==> src/rtl/fpq_pkg.sv <==
// ==========================================
// Constants, types and timing for the flash protection and query controller
// Assumes a 250 MHz system clock and a word-mode parallel flash
package fpq_pkg;
  localparam int CLK_MHZ = 250;
  localparam int ADDR_W = 21;
  localparam int DATA_W = 16;
  localparam int CNT_W = 8;

  // ==========================================
  // Pin timing, least times in ns
  localparam int T_SU_NS = 10;
  localparam int T_WP_NS = 40;
  localparam int T_HOLD_NS = 20;
  localparam int T_ACC_NS = 100;
  localparam int T_RP_NS = 500;

  function automatic int nsToCyc(input int ns);
    return (ns * CLK_MHZ + 999) / 1000;
  endfunction : nsToCyc

  localparam logic [CNT_W-1:0] CYC_SU = CNT_W'(nsToCyc(T_SU_NS));
  localparam logic [CNT_W-1:0] CYC_WP = CNT_W'(nsToCyc(T_WP_NS));
  localparam logic [CNT_W-1:0] CYC_HOLD = CNT_W'(nsToCyc(T_HOLD_NS));
  localparam logic [CNT_W-1:0] CYC_ACC = CNT_W'(nsToCyc(T_ACC_NS));
  localparam logic [CNT_W-1:0] CYC_RP = CNT_W'(nsToCyc(T_RP_NS));
  localparam logic [CNT_W-1:0] CYC_SYNC = 8'h02;
  localparam logic [CNT_W-1:0] CNT_ONE = 8'h01;

  // ==========================================
  // Register map
  localparam logic [7:0] OFS_CTRL = 8'h00;
  localparam logic [7:0] OFS_ADDR = 8'h04;
  localparam logic [7:0] OFS_WDATA = 8'h08;
  localparam logic [7:0] OFS_STAT = 8'h0C;
  localparam logic [7:0] OFS_RDATA = 8'h10;
  localparam int CTRL_START = 0;
  localparam int CTRL_OP_LSB = 1;
  localparam int CTRL_HV = 8;
  localparam int CTRL_LOCK = 9;
  localparam int ST_BUSY = 0;
  localparam int ST_DONE = 1;
  localparam int ST_ERR = 2;
  localparam int ST_QRY = 3;
  localparam int ST_REGION = 4;
  localparam int ST_QUERY = 5;
  localparam int ST_HV = 6;

  typedef enum logic [2:0] {
    OP_WRITE = 3'h0,
    OP_READ = 3'h1,
    OP_QRY_ENTER = 3'h2,
    OP_RESET = 3'h3,
    OP_REG_ENTER = 3'h4,
    OP_REG_EXIT = 3'h5,
    OP_QRY_CHECK = 3'h6,
    OP_CHIP_RST = 3'h7
  } fpq_op_t;

  // ==========================================
  // Flash command words
  localparam logic [ADDR_W-1:0] ADR_QUERY = 21'h000055;
  localparam logic [ADDR_W-1:0] ADR_UNLOCK1 = 21'h000555;
  localparam logic [ADDR_W-1:0] ADR_UNLOCK2 = 21'h0002AA;
  localparam logic [ADDR_W-1:0] ADR_QRY0 = 21'h000010;
  localparam logic [ADDR_W-1:0] REGION_WORDS = 21'h000080;
  localparam logic [DATA_W-1:0] CMD_QUERY = 16'h0098;
  localparam logic [DATA_W-1:0] CMD_RESET = 16'h00F0;
  localparam logic [DATA_W-1:0] CMD_UNLOCK1 = 16'h00AA;
  localparam logic [DATA_W-1:0] CMD_UNLOCK2 = 16'h0055;
  localparam logic [DATA_W-1:0] CMD_REG_ENTER = 16'h0088;
  localparam logic [DATA_W-1:0] CMD_REG_EXIT1 = 16'h0090;
  localparam logic [DATA_W-1:0] CMD_REG_EXIT2 = 16'h0000;
  localparam logic [DATA_W-1:0] QRY_Q = 16'h0051;
  localparam logic [DATA_W-1:0] QRY_R = 16'h0052;
  localparam logic [DATA_W-1:0] QRY_Y = 16'h0059;
endpackage : fpq_pkg

==> src/rtl/fpq_bus_cycle.sv <==
// ==========================================
// One asynchronous flash bus cycle, read or write, on the control pins
// Assumes start only while idle; data pin input is asynchronous
module fpq_bus_cycle (
  input wire logic sys_clk,
  input wire logic resetn,
  input wire logic start,
  input wire logic isWrite,
  input wire logic [fpq_pkg::ADDR_W-1:0] cycAddr,
  input wire logic [fpq_pkg::DATA_W-1:0] cycData,
  output logic done,
  output logic [fpq_pkg::DATA_W-1:0] rdata,
  output logic flashCeN,
  output logic flashOeN,
  output logic flashWeN,
  output logic [fpq_pkg::ADDR_W-1:0] flashAddr,
  input wire logic [fpq_pkg::DATA_W-1:0] flashDqIn,
  output logic [fpq_pkg::DATA_W-1:0] flashDqOut,
  output logic flashDqOe
);
  typedef enum logic [4:0] {
    C_IDLE = 5'b00001,
    C_SETUP = 5'b00010,
    C_STROBE = 5'b00100,
    C_HOLD = 5'b01000,
    C_READ = 5'b10000
  } fpq_cyc_t;

  typedef struct packed {
    fpq_cyc_t st;
    logic [fpq_pkg::CNT_W-1:0] cnt;
    logic ceN;
    logic oeN;
    logic weN;
    logic dqOe;
    logic [fpq_pkg::ADDR_W-1:0] adr;
    logic [fpq_pkg::DATA_W-1:0] dqOut;
    logic [fpq_pkg::DATA_W-1:0] sync1;
    logic [fpq_pkg::DATA_W-1:0] sync2;
    logic [fpq_pkg::DATA_W-1:0] rdata;
    logic done;
  } fpq_cyc_s_t;

  fpq_cyc_s_t s_ff;
  fpq_cyc_s_t nxt_s;

  always_comb begin
    nxt_s = s_ff;
    nxt_s.done = 1'b0;
    nxt_s.sync1 = flashDqIn;
    nxt_s.sync2 = s_ff.sync1;
    nxt_s.cnt = s_ff.cnt - fpq_pkg::CNT_ONE;
    case (s_ff.st)
      C_IDLE: begin
        nxt_s.cnt = s_ff.cnt;
        if (start) begin
          nxt_s.adr = cycAddr;
          nxt_s.dqOut = cycData;
          nxt_s.ceN = 1'b0;
          if (isWrite) begin
            nxt_s.dqOe = 1'b1;
            nxt_s.cnt = fpq_pkg::CYC_SU;
            nxt_s.st = C_SETUP;
          end else begin
            nxt_s.oeN = 1'b0;
            nxt_s.cnt = fpq_pkg::CYC_ACC + fpq_pkg::CYC_SYNC;
            nxt_s.st = C_READ;
          end
        end
      end
      C_SETUP: begin
        if (s_ff.cnt == fpq_pkg::CNT_ONE) begin
          // Write starts only with select low and output gate high
          nxt_s.weN = ~(~s_ff.ceN & s_ff.oeN);
          nxt_s.cnt = fpq_pkg::CYC_WP;
          nxt_s.st = C_STROBE;
        end
      end
      C_STROBE: begin
        if (s_ff.cnt == fpq_pkg::CNT_ONE) begin
          nxt_s.weN = 1'b1;
          nxt_s.cnt = fpq_pkg::CYC_HOLD;
          nxt_s.st = C_HOLD;
        end
      end
      C_HOLD: begin
        if (s_ff.cnt == fpq_pkg::CNT_ONE) begin
          nxt_s.ceN = 1'b1;
          nxt_s.dqOe = 1'b0;
          nxt_s.done = 1'b1;
          nxt_s.st = C_IDLE;
        end
      end
      C_READ: begin
        if (s_ff.cnt == fpq_pkg::CNT_ONE) begin
          nxt_s.rdata = s_ff.sync2;
          nxt_s.ceN = 1'b1;
          nxt_s.oeN = 1'b1;
          nxt_s.done = 1'b1;
          nxt_s.st = C_IDLE;
        end
      end
      default: begin
        nxt_s.st = C_IDLE;
      end
    endcase
  end

  always_ff @(posedge sys_clk or negedge resetn) begin
    if (!resetn) begin
      s_ff <= '{st: C_IDLE, ceN: 1'b1, oeN: 1'b1, weN: 1'b1, default: '0};
    end else begin
      s_ff <= nxt_s;
    end
  end

  assign done = s_ff.done;
  assign rdata = s_ff.rdata;
  assign flashCeN = s_ff.ceN;
  assign flashOeN = s_ff.oeN;
  assign flashWeN = s_ff.weN;
  assign flashAddr = s_ff.adr;
  assign flashDqOut = s_ff.dqOut;
  assign flashDqOe = s_ff.dqOe;
endmodule : fpq_bus_cycle

==> src/rtl/fpq_ctrl.sv <==
// ==========================================
// Host controller for a parallel NOR flash: commands, query, secured region
// Assumes APB3 register access and a flash in word mode on the pins below
//
// Local design decisions: the register addresses and the APB interface to the registers.
module fpq_ctrl (
  input wire logic sys_clk,
  input wire logic resetn,
  input wire logic [7:0] paddr,
  input wire logic psel,
  input wire logic penable,
  input wire logic pwrite,
  input wire logic [31:0] pwdata,
  output logic [31:0] prdata,
  output logic pready,
  output logic pslverr,
  output logic flashCeN,
  output logic flashOeN,
  output logic flashWeN,
  output logic [fpq_pkg::ADDR_W-1:0] flashAddr,
  input wire logic [fpq_pkg::DATA_W-1:0] flashDqIn,
  output logic [fpq_pkg::DATA_W-1:0] flashDqOut,
  output logic flashDqOe,
  output logic flashRstN,
  output logic flashHvEn,
  output logic flashEdgeLockN
);
  typedef enum logic [2:0] {
    M_IDLE = 3'b001,
    M_ISSUE = 3'b010,
    M_WAIT = 3'b100
  } fpq_main_t;

  typedef struct packed {
    fpq_main_t st;
    fpq_pkg::fpq_op_t op;
    logic [1:0] idx;
    logic [fpq_pkg::CNT_W-1:0] cnt;
    logic [fpq_pkg::ADDR_W-1:0] addr;
    logic [fpq_pkg::DATA_W-1:0] wdata;
    logic [fpq_pkg::DATA_W-1:0] rdata;
    logic hvEn;
    logic lockN;
    logic rstN;
    logic done;
    logic err;
    logic qryOk;
    logic regionOn;
    logic queryOn;
    logic cycStart;
    logic [31:0] prdata;
    logic pready;
    logic pslverr;
  } fpq_main_s_t;

  // Step of a command sequence: last, write, address, data
  typedef struct packed {
    logic last;
    logic wr;
    logic [fpq_pkg::ADDR_W-1:0] adr;
    logic [fpq_pkg::DATA_W-1:0] dat;
  } fpq_step_t;

  fpq_main_s_t s_ff;
  fpq_main_s_t nxt_s;
  fpq_step_t step;
  logic cycDone;
  logic [fpq_pkg::DATA_W-1:0] cycRdata;
  logic apbAccess;
  logic apbWrite;
  logic startReq;
  fpq_pkg::fpq_op_t reqOp;

  function automatic fpq_step_t seqStep(input fpq_pkg::fpq_op_t op, input logic [1:0] idx,
                                        input logic [fpq_pkg::ADDR_W-1:0] adr,
                                        input logic [fpq_pkg::DATA_W-1:0] dat);
    fpq_step_t r;
    r = '{last: 1'b1, wr: 1'b1, adr: adr, dat: dat};
    case (op)
      fpq_pkg::OP_READ: r.wr = 1'b0;
      fpq_pkg::OP_QRY_ENTER: r = '{1'b1, 1'b1, fpq_pkg::ADR_QUERY, fpq_pkg::CMD_QUERY};
      fpq_pkg::OP_RESET: r.dat = fpq_pkg::CMD_RESET;
      fpq_pkg::OP_REG_ENTER, fpq_pkg::OP_REG_EXIT: begin
        case (idx)
          2'h0: r = '{1'b0, 1'b1, fpq_pkg::ADR_UNLOCK1, fpq_pkg::CMD_UNLOCK1};
          2'h1: r = '{1'b0, 1'b1, fpq_pkg::ADR_UNLOCK2, fpq_pkg::CMD_UNLOCK2};
          2'h2: begin
            r = '{1'b1, 1'b1, fpq_pkg::ADR_UNLOCK1, fpq_pkg::CMD_REG_ENTER};
            if (op == fpq_pkg::OP_REG_EXIT) begin
              r = '{1'b0, 1'b1, fpq_pkg::ADR_UNLOCK1, fpq_pkg::CMD_REG_EXIT1};
            end
          end
          default: r = '{1'b1, 1'b1, adr, fpq_pkg::CMD_REG_EXIT2};
        endcase
      end
      fpq_pkg::OP_QRY_CHECK: begin
        r = '{idx == 2'h2, 1'b0, fpq_pkg::ADR_QRY0 + fpq_pkg::ADDR_W'(idx), 16'h0000};
      end
      default: r = '{1'b1, 1'b1, adr, dat};
    endcase
    return r;
  endfunction : seqStep

  // Letter expected at each word of the query string
  function automatic logic [fpq_pkg::DATA_W-1:0] qryLetter(input logic [1:0] idx);
    case (idx)
      2'h0: return fpq_pkg::QRY_Q;
      2'h1: return fpq_pkg::QRY_R;
      default: return fpq_pkg::QRY_Y;
    endcase
  endfunction : qryLetter

  // Orders the host may not give in the current mode
  function automatic logic refused(input fpq_pkg::fpq_op_t op, input logic regionOn,
                                   input logic queryOn, input logic [fpq_pkg::ADDR_W-1:0] adr);
    logic r;
    r = 1'b0;
    if (regionOn && (op == fpq_pkg::OP_WRITE || op == fpq_pkg::OP_READ)) begin
      r = (adr >= fpq_pkg::REGION_WORDS);
    end
    if (regionOn && (op == fpq_pkg::OP_QRY_ENTER || op == fpq_pkg::OP_QRY_CHECK)) begin
      r = 1'b1;
    end
    if (queryOn && (op == fpq_pkg::OP_WRITE || op == fpq_pkg::OP_REG_ENTER)) begin
      r = 1'b1;
    end
    return r;
  endfunction : refused

  assign apbAccess = psel & penable & s_ff.pready;
  assign apbWrite = apbAccess & pwrite;
  assign startReq = apbWrite & (paddr == fpq_pkg::OFS_CTRL) & pwdata[fpq_pkg::CTRL_START];
  assign reqOp = fpq_pkg::fpq_op_t'(pwdata[fpq_pkg::CTRL_OP_LSB +: 3]);
  assign step = seqStep(s_ff.op, s_ff.idx, s_ff.addr, s_ff.wdata);

  always_comb begin
    nxt_s = s_ff;
    nxt_s.cycStart = 1'b0;
    // ==========================================
    // APB slave, zero wait: ready follows the setup cycle
    nxt_s.pready = psel & ~penable;
    nxt_s.pslverr = 1'b0;
    if (psel && !penable) begin
      nxt_s.prdata = 32'h00000000;
      case (paddr)
        fpq_pkg::OFS_CTRL: begin
          nxt_s.prdata[fpq_pkg::CTRL_OP_LSB +: 3] = s_ff.op;
          nxt_s.prdata[fpq_pkg::CTRL_HV] = s_ff.hvEn;
          nxt_s.prdata[fpq_pkg::CTRL_LOCK] = ~s_ff.lockN;
        end
        fpq_pkg::OFS_ADDR: nxt_s.prdata[fpq_pkg::ADDR_W-1:0] = s_ff.addr;
        fpq_pkg::OFS_WDATA: nxt_s.prdata[fpq_pkg::DATA_W-1:0] = s_ff.wdata;
        fpq_pkg::OFS_STAT: begin
          nxt_s.prdata[fpq_pkg::ST_BUSY] = (s_ff.st != M_IDLE);
          nxt_s.prdata[fpq_pkg::ST_DONE] = s_ff.done;
          nxt_s.prdata[fpq_pkg::ST_ERR] = s_ff.err;
          nxt_s.prdata[fpq_pkg::ST_QRY] = s_ff.qryOk;
          nxt_s.prdata[fpq_pkg::ST_REGION] = s_ff.regionOn;
          nxt_s.prdata[fpq_pkg::ST_QUERY] = s_ff.queryOn;
          nxt_s.prdata[fpq_pkg::ST_HV] = s_ff.hvEn;
        end
        fpq_pkg::OFS_RDATA: nxt_s.prdata[fpq_pkg::DATA_W-1:0] = s_ff.rdata;
        default: nxt_s.pslverr = 1'b1;
      endcase
    end
    if (apbWrite) begin
      case (paddr)
        fpq_pkg::OFS_CTRL: begin
          nxt_s.hvEn = pwdata[fpq_pkg::CTRL_HV];
          nxt_s.lockN = ~pwdata[fpq_pkg::CTRL_LOCK];
        end
        fpq_pkg::OFS_ADDR: nxt_s.addr = pwdata[fpq_pkg::ADDR_W-1:0];
        fpq_pkg::OFS_WDATA: nxt_s.wdata = pwdata[fpq_pkg::DATA_W-1:0];
        fpq_pkg::OFS_STAT: begin
          if (pwdata[fpq_pkg::ST_DONE]) nxt_s.done = 1'b0;
          if (pwdata[fpq_pkg::ST_ERR]) nxt_s.err = 1'b0;
        end
        default: nxt_s.err = s_ff.err;
      endcase
    end
    // ==========================================
    // Sequencer
    case (s_ff.st)
      M_IDLE: begin
        if (startReq) begin
          if (refused(reqOp, s_ff.regionOn, s_ff.queryOn, s_ff.addr)) begin
            nxt_s.err = 1'b1;
          end else begin
            nxt_s.op = reqOp;
            nxt_s.idx = 2'h0;
            nxt_s.done = 1'b0;
            nxt_s.err = 1'b0;
            if (reqOp == fpq_pkg::OP_CHIP_RST) begin
              nxt_s.rstN = 1'b0;
              nxt_s.cnt = fpq_pkg::CYC_RP;
              nxt_s.st = M_WAIT;
            end else begin
              nxt_s.st = M_ISSUE;
            end
            if (reqOp == fpq_pkg::OP_QRY_CHECK) nxt_s.qryOk = 1'b1;
          end
        end
      end
      M_ISSUE: begin
        nxt_s.cycStart = 1'b1;
        nxt_s.st = M_WAIT;
      end
      M_WAIT: begin
        if (s_ff.op == fpq_pkg::OP_CHIP_RST) begin
          nxt_s.cnt = s_ff.cnt - fpq_pkg::CNT_ONE;
          if (s_ff.cnt == fpq_pkg::CNT_ONE) begin
            nxt_s.rstN = 1'b1;
            nxt_s.regionOn = 1'b0;
            nxt_s.queryOn = 1'b0;
            nxt_s.done = 1'b1;
            nxt_s.st = M_IDLE;
          end
        end else if (cycDone) begin
          if (!step.wr) nxt_s.rdata = cycRdata;
          if (s_ff.op == fpq_pkg::OP_QRY_CHECK && cycRdata != qryLetter(s_ff.idx)) begin
            nxt_s.qryOk = 1'b0;
          end
          if (step.last) begin
            nxt_s.done = 1'b1;
            nxt_s.st = M_IDLE;
            case (s_ff.op)
              fpq_pkg::OP_QRY_ENTER: nxt_s.queryOn = 1'b1;
              fpq_pkg::OP_RESET: nxt_s.queryOn = 1'b0;
              fpq_pkg::OP_REG_ENTER: nxt_s.regionOn = 1'b1;
              fpq_pkg::OP_REG_EXIT: nxt_s.regionOn = 1'b0;
              default: nxt_s.regionOn = s_ff.regionOn;
            endcase
          end else begin
            nxt_s.idx = s_ff.idx + 2'h1;
            nxt_s.st = M_ISSUE;
          end
        end
      end
      default: nxt_s.st = M_IDLE;
    endcase
  end

  always_ff @(posedge sys_clk or negedge resetn) begin
    if (!resetn) begin
      s_ff <= '{st: M_IDLE, op: fpq_pkg::OP_WRITE, rstN: 1'b1, lockN: 1'b1, default: '0};
    end else begin
      s_ff <= nxt_s;
    end
  end

  fpq_bus_cycle u_cycle (
    .sys_clk(sys_clk),
    .resetn(resetn),
    .start(s_ff.cycStart),
    .isWrite(step.wr),
    .cycAddr(step.adr),
    .cycData(step.dat),
    .done(cycDone),
    .rdata(cycRdata),
    .flashCeN(flashCeN),
    .flashOeN(flashOeN),
    .flashWeN(flashWeN),
    .flashAddr(flashAddr),
    .flashDqIn(flashDqIn),
    .flashDqOut(flashDqOut),
    .flashDqOe(flashDqOe)
  );

  assign prdata = s_ff.prdata;
  assign pready = s_ff.pready;
  assign pslverr = s_ff.pslverr;
  assign flashRstN = s_ff.rstN;
  assign flashHvEn = s_ff.hvEn;
  assign flashEdgeLockN = s_ff.lockN;
endmodule : fpq_ctrl

==> config.mk <==
export PLATFORM = sky130hd
export DESIGN_NAME = fpq_ctrl
export DESIGN_NICKNAME = d
export VERILOG_FILES = /design/src/rtl/fpq_pkg.sv /design/src/rtl/fpq_bus_cycle.sv /design/src/rtl/fpq_ctrl.sv
export SDC_FILE = /design/constraint.sdc
export NUM_CORES = 1
export LEC_CHECK = 0
export ABC_CLOCK_PERIOD_IN_PS = 6600
export BUFFER_PORTS_ARGS = -buffer_cell sky130_fd_sc_hd__buf_2
export CORE_MARGIN = 4
export CORE_UTILIZATION = 29
export CTS_BUF_LIST = sky130_fd_sc_hd__clkbuf_2 sky130_fd_sc_hd__clkbuf_4 sky130_fd_sc_hd__clkbuf_8
export CTS_CLUSTER_DIAMETER = 80
export DETAILED_ROUTE_END_ITERATION = 10
export SETUP_SLACK_MARGIN = 0.3
export SLEW_MARGIN = 25
export SYNTH_ARGS = -nofsm -noshare
export SYNTH_HDL_FRONTEND = slang
export SYNTH_SLANG_ARGS = --single-unit
==> constraint.sdc <==
create_clock -name sys_clk -period 6.6 [get_ports sys_clk]
set_clock_uncertainty 0.2 [all_clocks]
set_input_delay 1.32 -clock sys_clk [delete_from_list [all_inputs] [get_ports sys_clk]]
set_output_delay 1.32 -clock sys_clk [all_outputs]
set_load 0.01 [all_outputs]
# Word level (Yosys, flattened, before mapping)
# Index checks and enable logic that the tools add are counted.
# word_totals
ff_bits	204
inputBits	61
output_inout_bits	78
elab_cells	233
# classes
add_sub_neg	4
order_cmp	1
eq_ne	51
muxes	87
bitwise	15
reduce_logical	44
# op_table
op	count
39-bit one-hot mux with 3 select lines	1
16-bit two-way mux	5
16-bit one-hot mux with 4 select lines	1
21-bit one-hot mux with 3 select lines	1
13-bit two-way mux	3
39-bit two-way mux	1
38-bit two-way mux	1
1-bit two-way mux	30
3-bit equality test, second input constant	8
8-bit one-hot mux with 3 select lines	1
4-bit AND reduction	6
2-bit two-way mux	11
2-bit != test, second input constant	11
21-bit by 8-bit greater-or-equal comparator with 1-bit output, second input constant	1
10-bit one-hot mux with 2 select lines	1
5-bit one-hot mux with 4 select lines	1
1-bit one-hot mux with 2 select lines	9
6-bit one-hot mux with 3 select lines	1
8-bit by 1-bit equality test with 1-bit output, second input constant	2
8-bit by 4-bit equality test with 1-bit output, second input constant	2
8-bit two-way mux	2
16-bit != test	1
2-bit by 1-bit != test with 1-bit output, second input constant	8
8-bit by 1-bit subtractor with 8-bit output, second input constant	2
45 further kinds	92

# Depth between registers and ports, before layout
# depth
ltp_word	11
ltp_mapped	7
mapped_depth_nobuf	7

# Modules after synthesis
# From an unflattened synthesis, not the netlist that was laid out.
# unflattened
hier_cells	934
hier_area_um2	9887.0
# by_module_without_submodules
mod	n_inst	cells_each	area_each_um2	seq_area_each_um2
fpq_ctrl	1	554	5660.4	2531.2
fpq_bus_cycle	1	380	4226.6	2582.5

# Least setup slack after synthesis
# No wires, ideal clock.
# synth_path
path_type	in2reg
from	in paddr[5]
to	reg s_ff[106] (netlist name)
setup_time_ns	0.125
arrival_ns	3.276
t_required_ns	6.275
setup_slack_ns	2.999
stages	6
n_path_buf	2
cell_sequence	or4_4 > buf_6 > or4_4 > a2111oi_4 > buf_6 > mux2_4
# synth_via
elab_chain_cells	4
# synth_rtl
element	line_no	rtl
start, declared	fpq_ctrl.sv:9	input wire logic [7:0] paddr,
8-bit logical NOT	fpq_ctrl.sv:132	assign startReq = apbWrite & (paddr == fpq_pkg::OFS_CTRL) & pwdata[fpq_pkg::CTRL_START];
1-bit bitwise AND (2 in a row)	fpq_ctrl.sv:132	
3-bit AND reduction (no line)	-	
end signal, assigned	fpq_ctrl.sv:247	s_ff <= nxt_s;
end, declared	fpq_ctrl.sv:64	fpq_main_s_t s_ff;
# No other way between the ends.
# A chain may end at the register's enable or synchronous reset.

# Worst setup path after layout
# layout_path
from	in paddr[4]
to	reg s_ff[74] (netlist name)
# layout_via
elab_chain_cells	2
# layout_rtl
element	line_no	rtl
8-bit by 4-bit equality test with 1-bit output	fpq_ctrl.sv:167	case (paddr)
2-bit AND reduction (no line)	-	
# No other way between the ends.

==> metrics.log <==
INFO  metric placed_cell_area = between 9000 and 10000 um2
INFO  metric final_period_minus_worst_setup_slack = a little under 4000 ps
INFO  metric fin_cells = roughly 1300
INFO  metric hp-class = flip-flop to flip-flop
INFO  metric cts-root-to-sink-buffers = 3
INFO  metric setup_violations = 0
INFO  metric via_per_inst = between 4 and 5
INFO  metric finish.utilization = between 30% and 40%
INFO  metric dp_slack = 2180 ps
INFO  metric post_cts_resize_count = 0
INFO  metric multi_input_area = ~3500 um2
INFO  metric clock_tree.htree_level_count = 2
INFO  metric synth_cell_type_count = 66
INFO  metric fin_worst_hold_slack = around 130 ps
INFO  metric simple_gate_portion_of_the_synthesized_area = 13.5%
INFO  metric setup_slack = around 2700 ps
INFO  metric die-height = about 190 um
INFO  metric sw_frac_of_total = between 20% and 30%
INFO  metric drt_first_pass_iters = 7
INFO  metric cts_hold_buf = 0
INFO  metric mappedNetlistArea = roughly 9400 um2
INFO  metric start_util = between 20 and 30%
INFO  metric drt-initial-drc-count = just over 600
INFO  metric critPathCaptureType = flip-flop
INFO  metric synth_edf_count = 0
INFO  metric synth_top_family_by_area = simple AND/OR/NAND/NOR gates
INFO  metric synthesis.area_per_instance = approximately 11 um2
INFO  metric portion_of_netlist_area_occupied_by_mux_cells = roughly a tenth
INFO  metric num_vias = approximately 6600
INFO  metric fp-row-count = 65
INFO  metric placed_cells_incl_taps = 1284
INFO  metric design.final.nets = just under 1000
INFO  metric synthAdderAreaFrac = under 10%
INFO  metric grt_start_max_net_pins = 125
INFO  metric hold_violations = 0
INFO  metric dieArea = 35200 um2
INFO  metric cts_num_sinks = between 200 and 250
INFO  metric route.antenna.remaining_nets = 0
INFO  metric grt-ovfl-total = 0
INFO  metric critical_path.slowest_cell = sky130_fd_sc_hd__nor4_4
INFO  metric cts.root.buffer_cell = sky130_fd_sc_hd__clkbuf_8
INFO  metric ir_drop = between 0.00009 and 0.0001 V
INFO  metric tritoncts = yes
INFO  metric maxClockFrequency = roughly 260 MHz
INFO  metric wire_per_inst = around 18 um
INFO  metric postCtsSetupRepairBufs = 0
INFO  metric cellPowerDensity = 237 nW/um2
INFO  metric share_of_synthesized_flip_flops_with_an_asynchronous_set_or_reset = 100%
INFO  metric yosys_warnings = 0
INFO  metric path_class = input pin to flip-flop
INFO  metric fillCellCount = 3242
INFO  metric drive_gt1_share = between 30% and 40%
INFO  metric worstSetupStartpointType = input pin
INFO  metric antenna_found_initial = 4
INFO  metric area_of_the_core = ~32000 um2
INFO  metric synth_compound_gate_area_share = 12.4%
INFO  metric crit_path_cell_trace = buf_2 -> or4_4 -> nor4_4 -> and2_1 -> mux2_2
INFO  metric final-seq-area = around 5000 um2
INFO  metric rsz0062_at_grt = no
INFO  metric vias_in_the_first_global_route = between 6000 and 7000
INFO  metric route.detailed.drc = 0
INFO  metric synth_seq_cells = just over 200
INFO  metric x_dimension_of_the_die = around 190 um
INFO  metric share_of_the_yosys_chip_area_belonging_to_registers = a little over half
INFO  metric finalSetupTns = 0 ps
INFO  metric place.detailed.hpwl = ~17000 um
INFO  metric area_growth_syn_to_layout = 13.6%
INFO  metric critPathMaxStageDelay = between 700 and 800 ps
INFO  metric worst_skew_pair.late_latency = between 500 and 600 ps
INFO  metric run_status = complete, no violations
INFO  metric required = just under 7000 ps
INFO  metric part_of_the_total_power_dissipated_in_the_clock_network = between 40% and 50%
INFO  metric synthesis.instances = ~860
INFO  metric worst_slew_margin_rel = 33.7%
INFO  metric place.gp.congestion = roughly 0.82
INFO  metric synth_xor_area_share = 0.280%
INFO  metric leakagePower = approximately 5.3 nW
INFO  metric max_slew.worst_pin.slew = ~990 ps
INFO  metric final.period_utilization = 59.2%
INFO  metric grtUsageTotal = 13.5%
INFO  metric timing.max_cap.violations = 0
INFO  metric ys_flop_type = sky130_fd_sc_hd__dfrtp_1
INFO  metric cts_made_buffers = 35
INFO  metric floorplan.io_pins = between 100 and 150
INFO  metric internal-power = around 2.0 mW
INFO  metric seqPwrFrac = between 50% and 60%
INFO  metric fin_area = approximately 11000 um2
INFO  metric combinationalPowerShare = between 3 and 4%
INFO  metric path_max_fanout = 19
INFO  metric place.port_buffers = between 100 and 150
INFO  metric switching_power = approximately 0.56 mW
INFO  metric clkTransAtPathRegs = approximately 60 ps
INFO  metric wire_length_of_the_first_global_routing_pass = between 30000 and 40000 um
INFO  metric detail_route.wirelength = 24000 um
INFO  metric timing_max_transition_violations_final = 0
INFO  metric power.total = approximately 2.5 mW
INFO  metric crit_arrival = between 4000 and 5000 ps
[state kept, by name, summed over array words and instances, names as in the netlist, 16 cells and up]
register	count
u_cycle.flashDqOut	16
u_cycle.flashAddr	21
u_cycle.s_ff	29
prdata	21
s_ff	75
u_cycle.nxt_s	16
u_cycle.rdata	16
[Yosys cell counts, drive strengths merged (4+ instances only)]
library cell  number  share of area, %
nand2b             8              0.53
or2                6              0.40
a21o               5              0.40
nor3              15              0.80
nand2             95               3.8
nor2              49               2.0
nand3             39               2.1
a31oi             13              0.87
a221oi             5              0.47
o21ai             38               2.0
buf               78               6.1
dfrtp            197                53
ha                10               1.3
and3               6              0.40
o22a               4              0.37
nor4              11               1.0
inv               22              0.88
o31ai              7              0.56
and2               7              0.47
o22ai              5              0.33
clkbuf            32               1.3
nor3b              5              0.40
a222oi            16               1.7
mux2              78               9.5
o211ai             4              0.32
a21oi             42               2.2
dfstp              7               2.0
[cell type report]
cell class | instances | area share [%]
clock inverter | 8 | 0.435
multi-input combinational | 532 | 33.2
sequential | 204 | 48.0
antenna | 2 | 0.0470
timing repair buffer | 124 | 6.22
inverter | 22 | 0.776
tap | 402 | 4.73
clock buffer | 55 | 6.52
[critical path, delay by kind of cell]
kind | cells | cell delay (ps)
buffers and inverters | 1 | 200
muxes | 1 | 410
and+or+nand+nor | 3 | 2170
[metal layers]
layer | wire length (um) | vias up | global-route usage [%]
li1 | - | 3116 | -
met1 | 11100 | 3240 | 19.1
met2 | 10700 | 229 | 20.5
met3 | 1560 | 44 | 2.98
met4 | 597 | 4 | 4.32
met5 | 14 | - | 0
[cells by family (layout without fill, tap and decap cells)]
family / after synthesis / in the layout
compound gates: 168 / 168
xor+xnor: 3 / 3
simple gates: 260 / 260
fa+ha+maj: 10 / 10
mux: 80 / 80
other cells: 1 / 13
buf+inv: 132 / 209
flops: 204 / 204
[power groups by stage]
stage | combinational [mW] | clock, mW | sequential [mW]
3_3_place_gp | 0.0794 | 0 | 1.29
3_5_place_dp | 0.0800 | 0 | 1.29
2_1_floorplan | 0.0291 | 0 | 1.29
6_report | 0.0771 | 1.17 | 1.27
5_1_grt | 0.0872 | 1.27 | 1.27
4_1_cts | 0.0802 | 1.21 | 1.27
[worst paths after layout]
path,start,to,slack [ps],cells past startpoint
max,paddr[4],s_ff[74],2690,5
min,u_cycle.nxt_s[22],u_cycle.s_ff[22],130,0
max reg2reg,s_ff[94],s_ff[37],3790,5
min reg2reg,u_cycle.nxt_s[22],u_cycle.s_ff[22],130,0
max in group asynchronous,resetn,u_cycle.flashDqOut[4],4480,2
min in group asynchronous,resetn,u_cycle.nxt_s[18],630,1
[placed cells by master, fill, tap and decap left out, types with 13 or more instances in the layout]
master,count
sky130_fd_sc_hd__nand3_1,39
sky130_fd_sc_hd__nor3_1,14
sky130_fd_sc_hd__buf_2,115
sky130_fd_sc_hd__a21oi_1,42
sky130_fd_sc_hd__a31oi_1,13
sky130_fd_sc_hd__clkbuf_8,46
sky130_fd_sc_hd__inv_1,22
sky130_fd_sc_hd__nand2_1,95
sky130_fd_sc_hd__nor2_1,49
sky130_fd_sc_hd__a222oi_1,16
sky130_fd_sc_hd__mux2_2,76
sky130_fd_sc_hd__o21ai_0,35
sky130_fd_sc_hd__dfrtp_1,197
(Power assumes the default switching activity.)
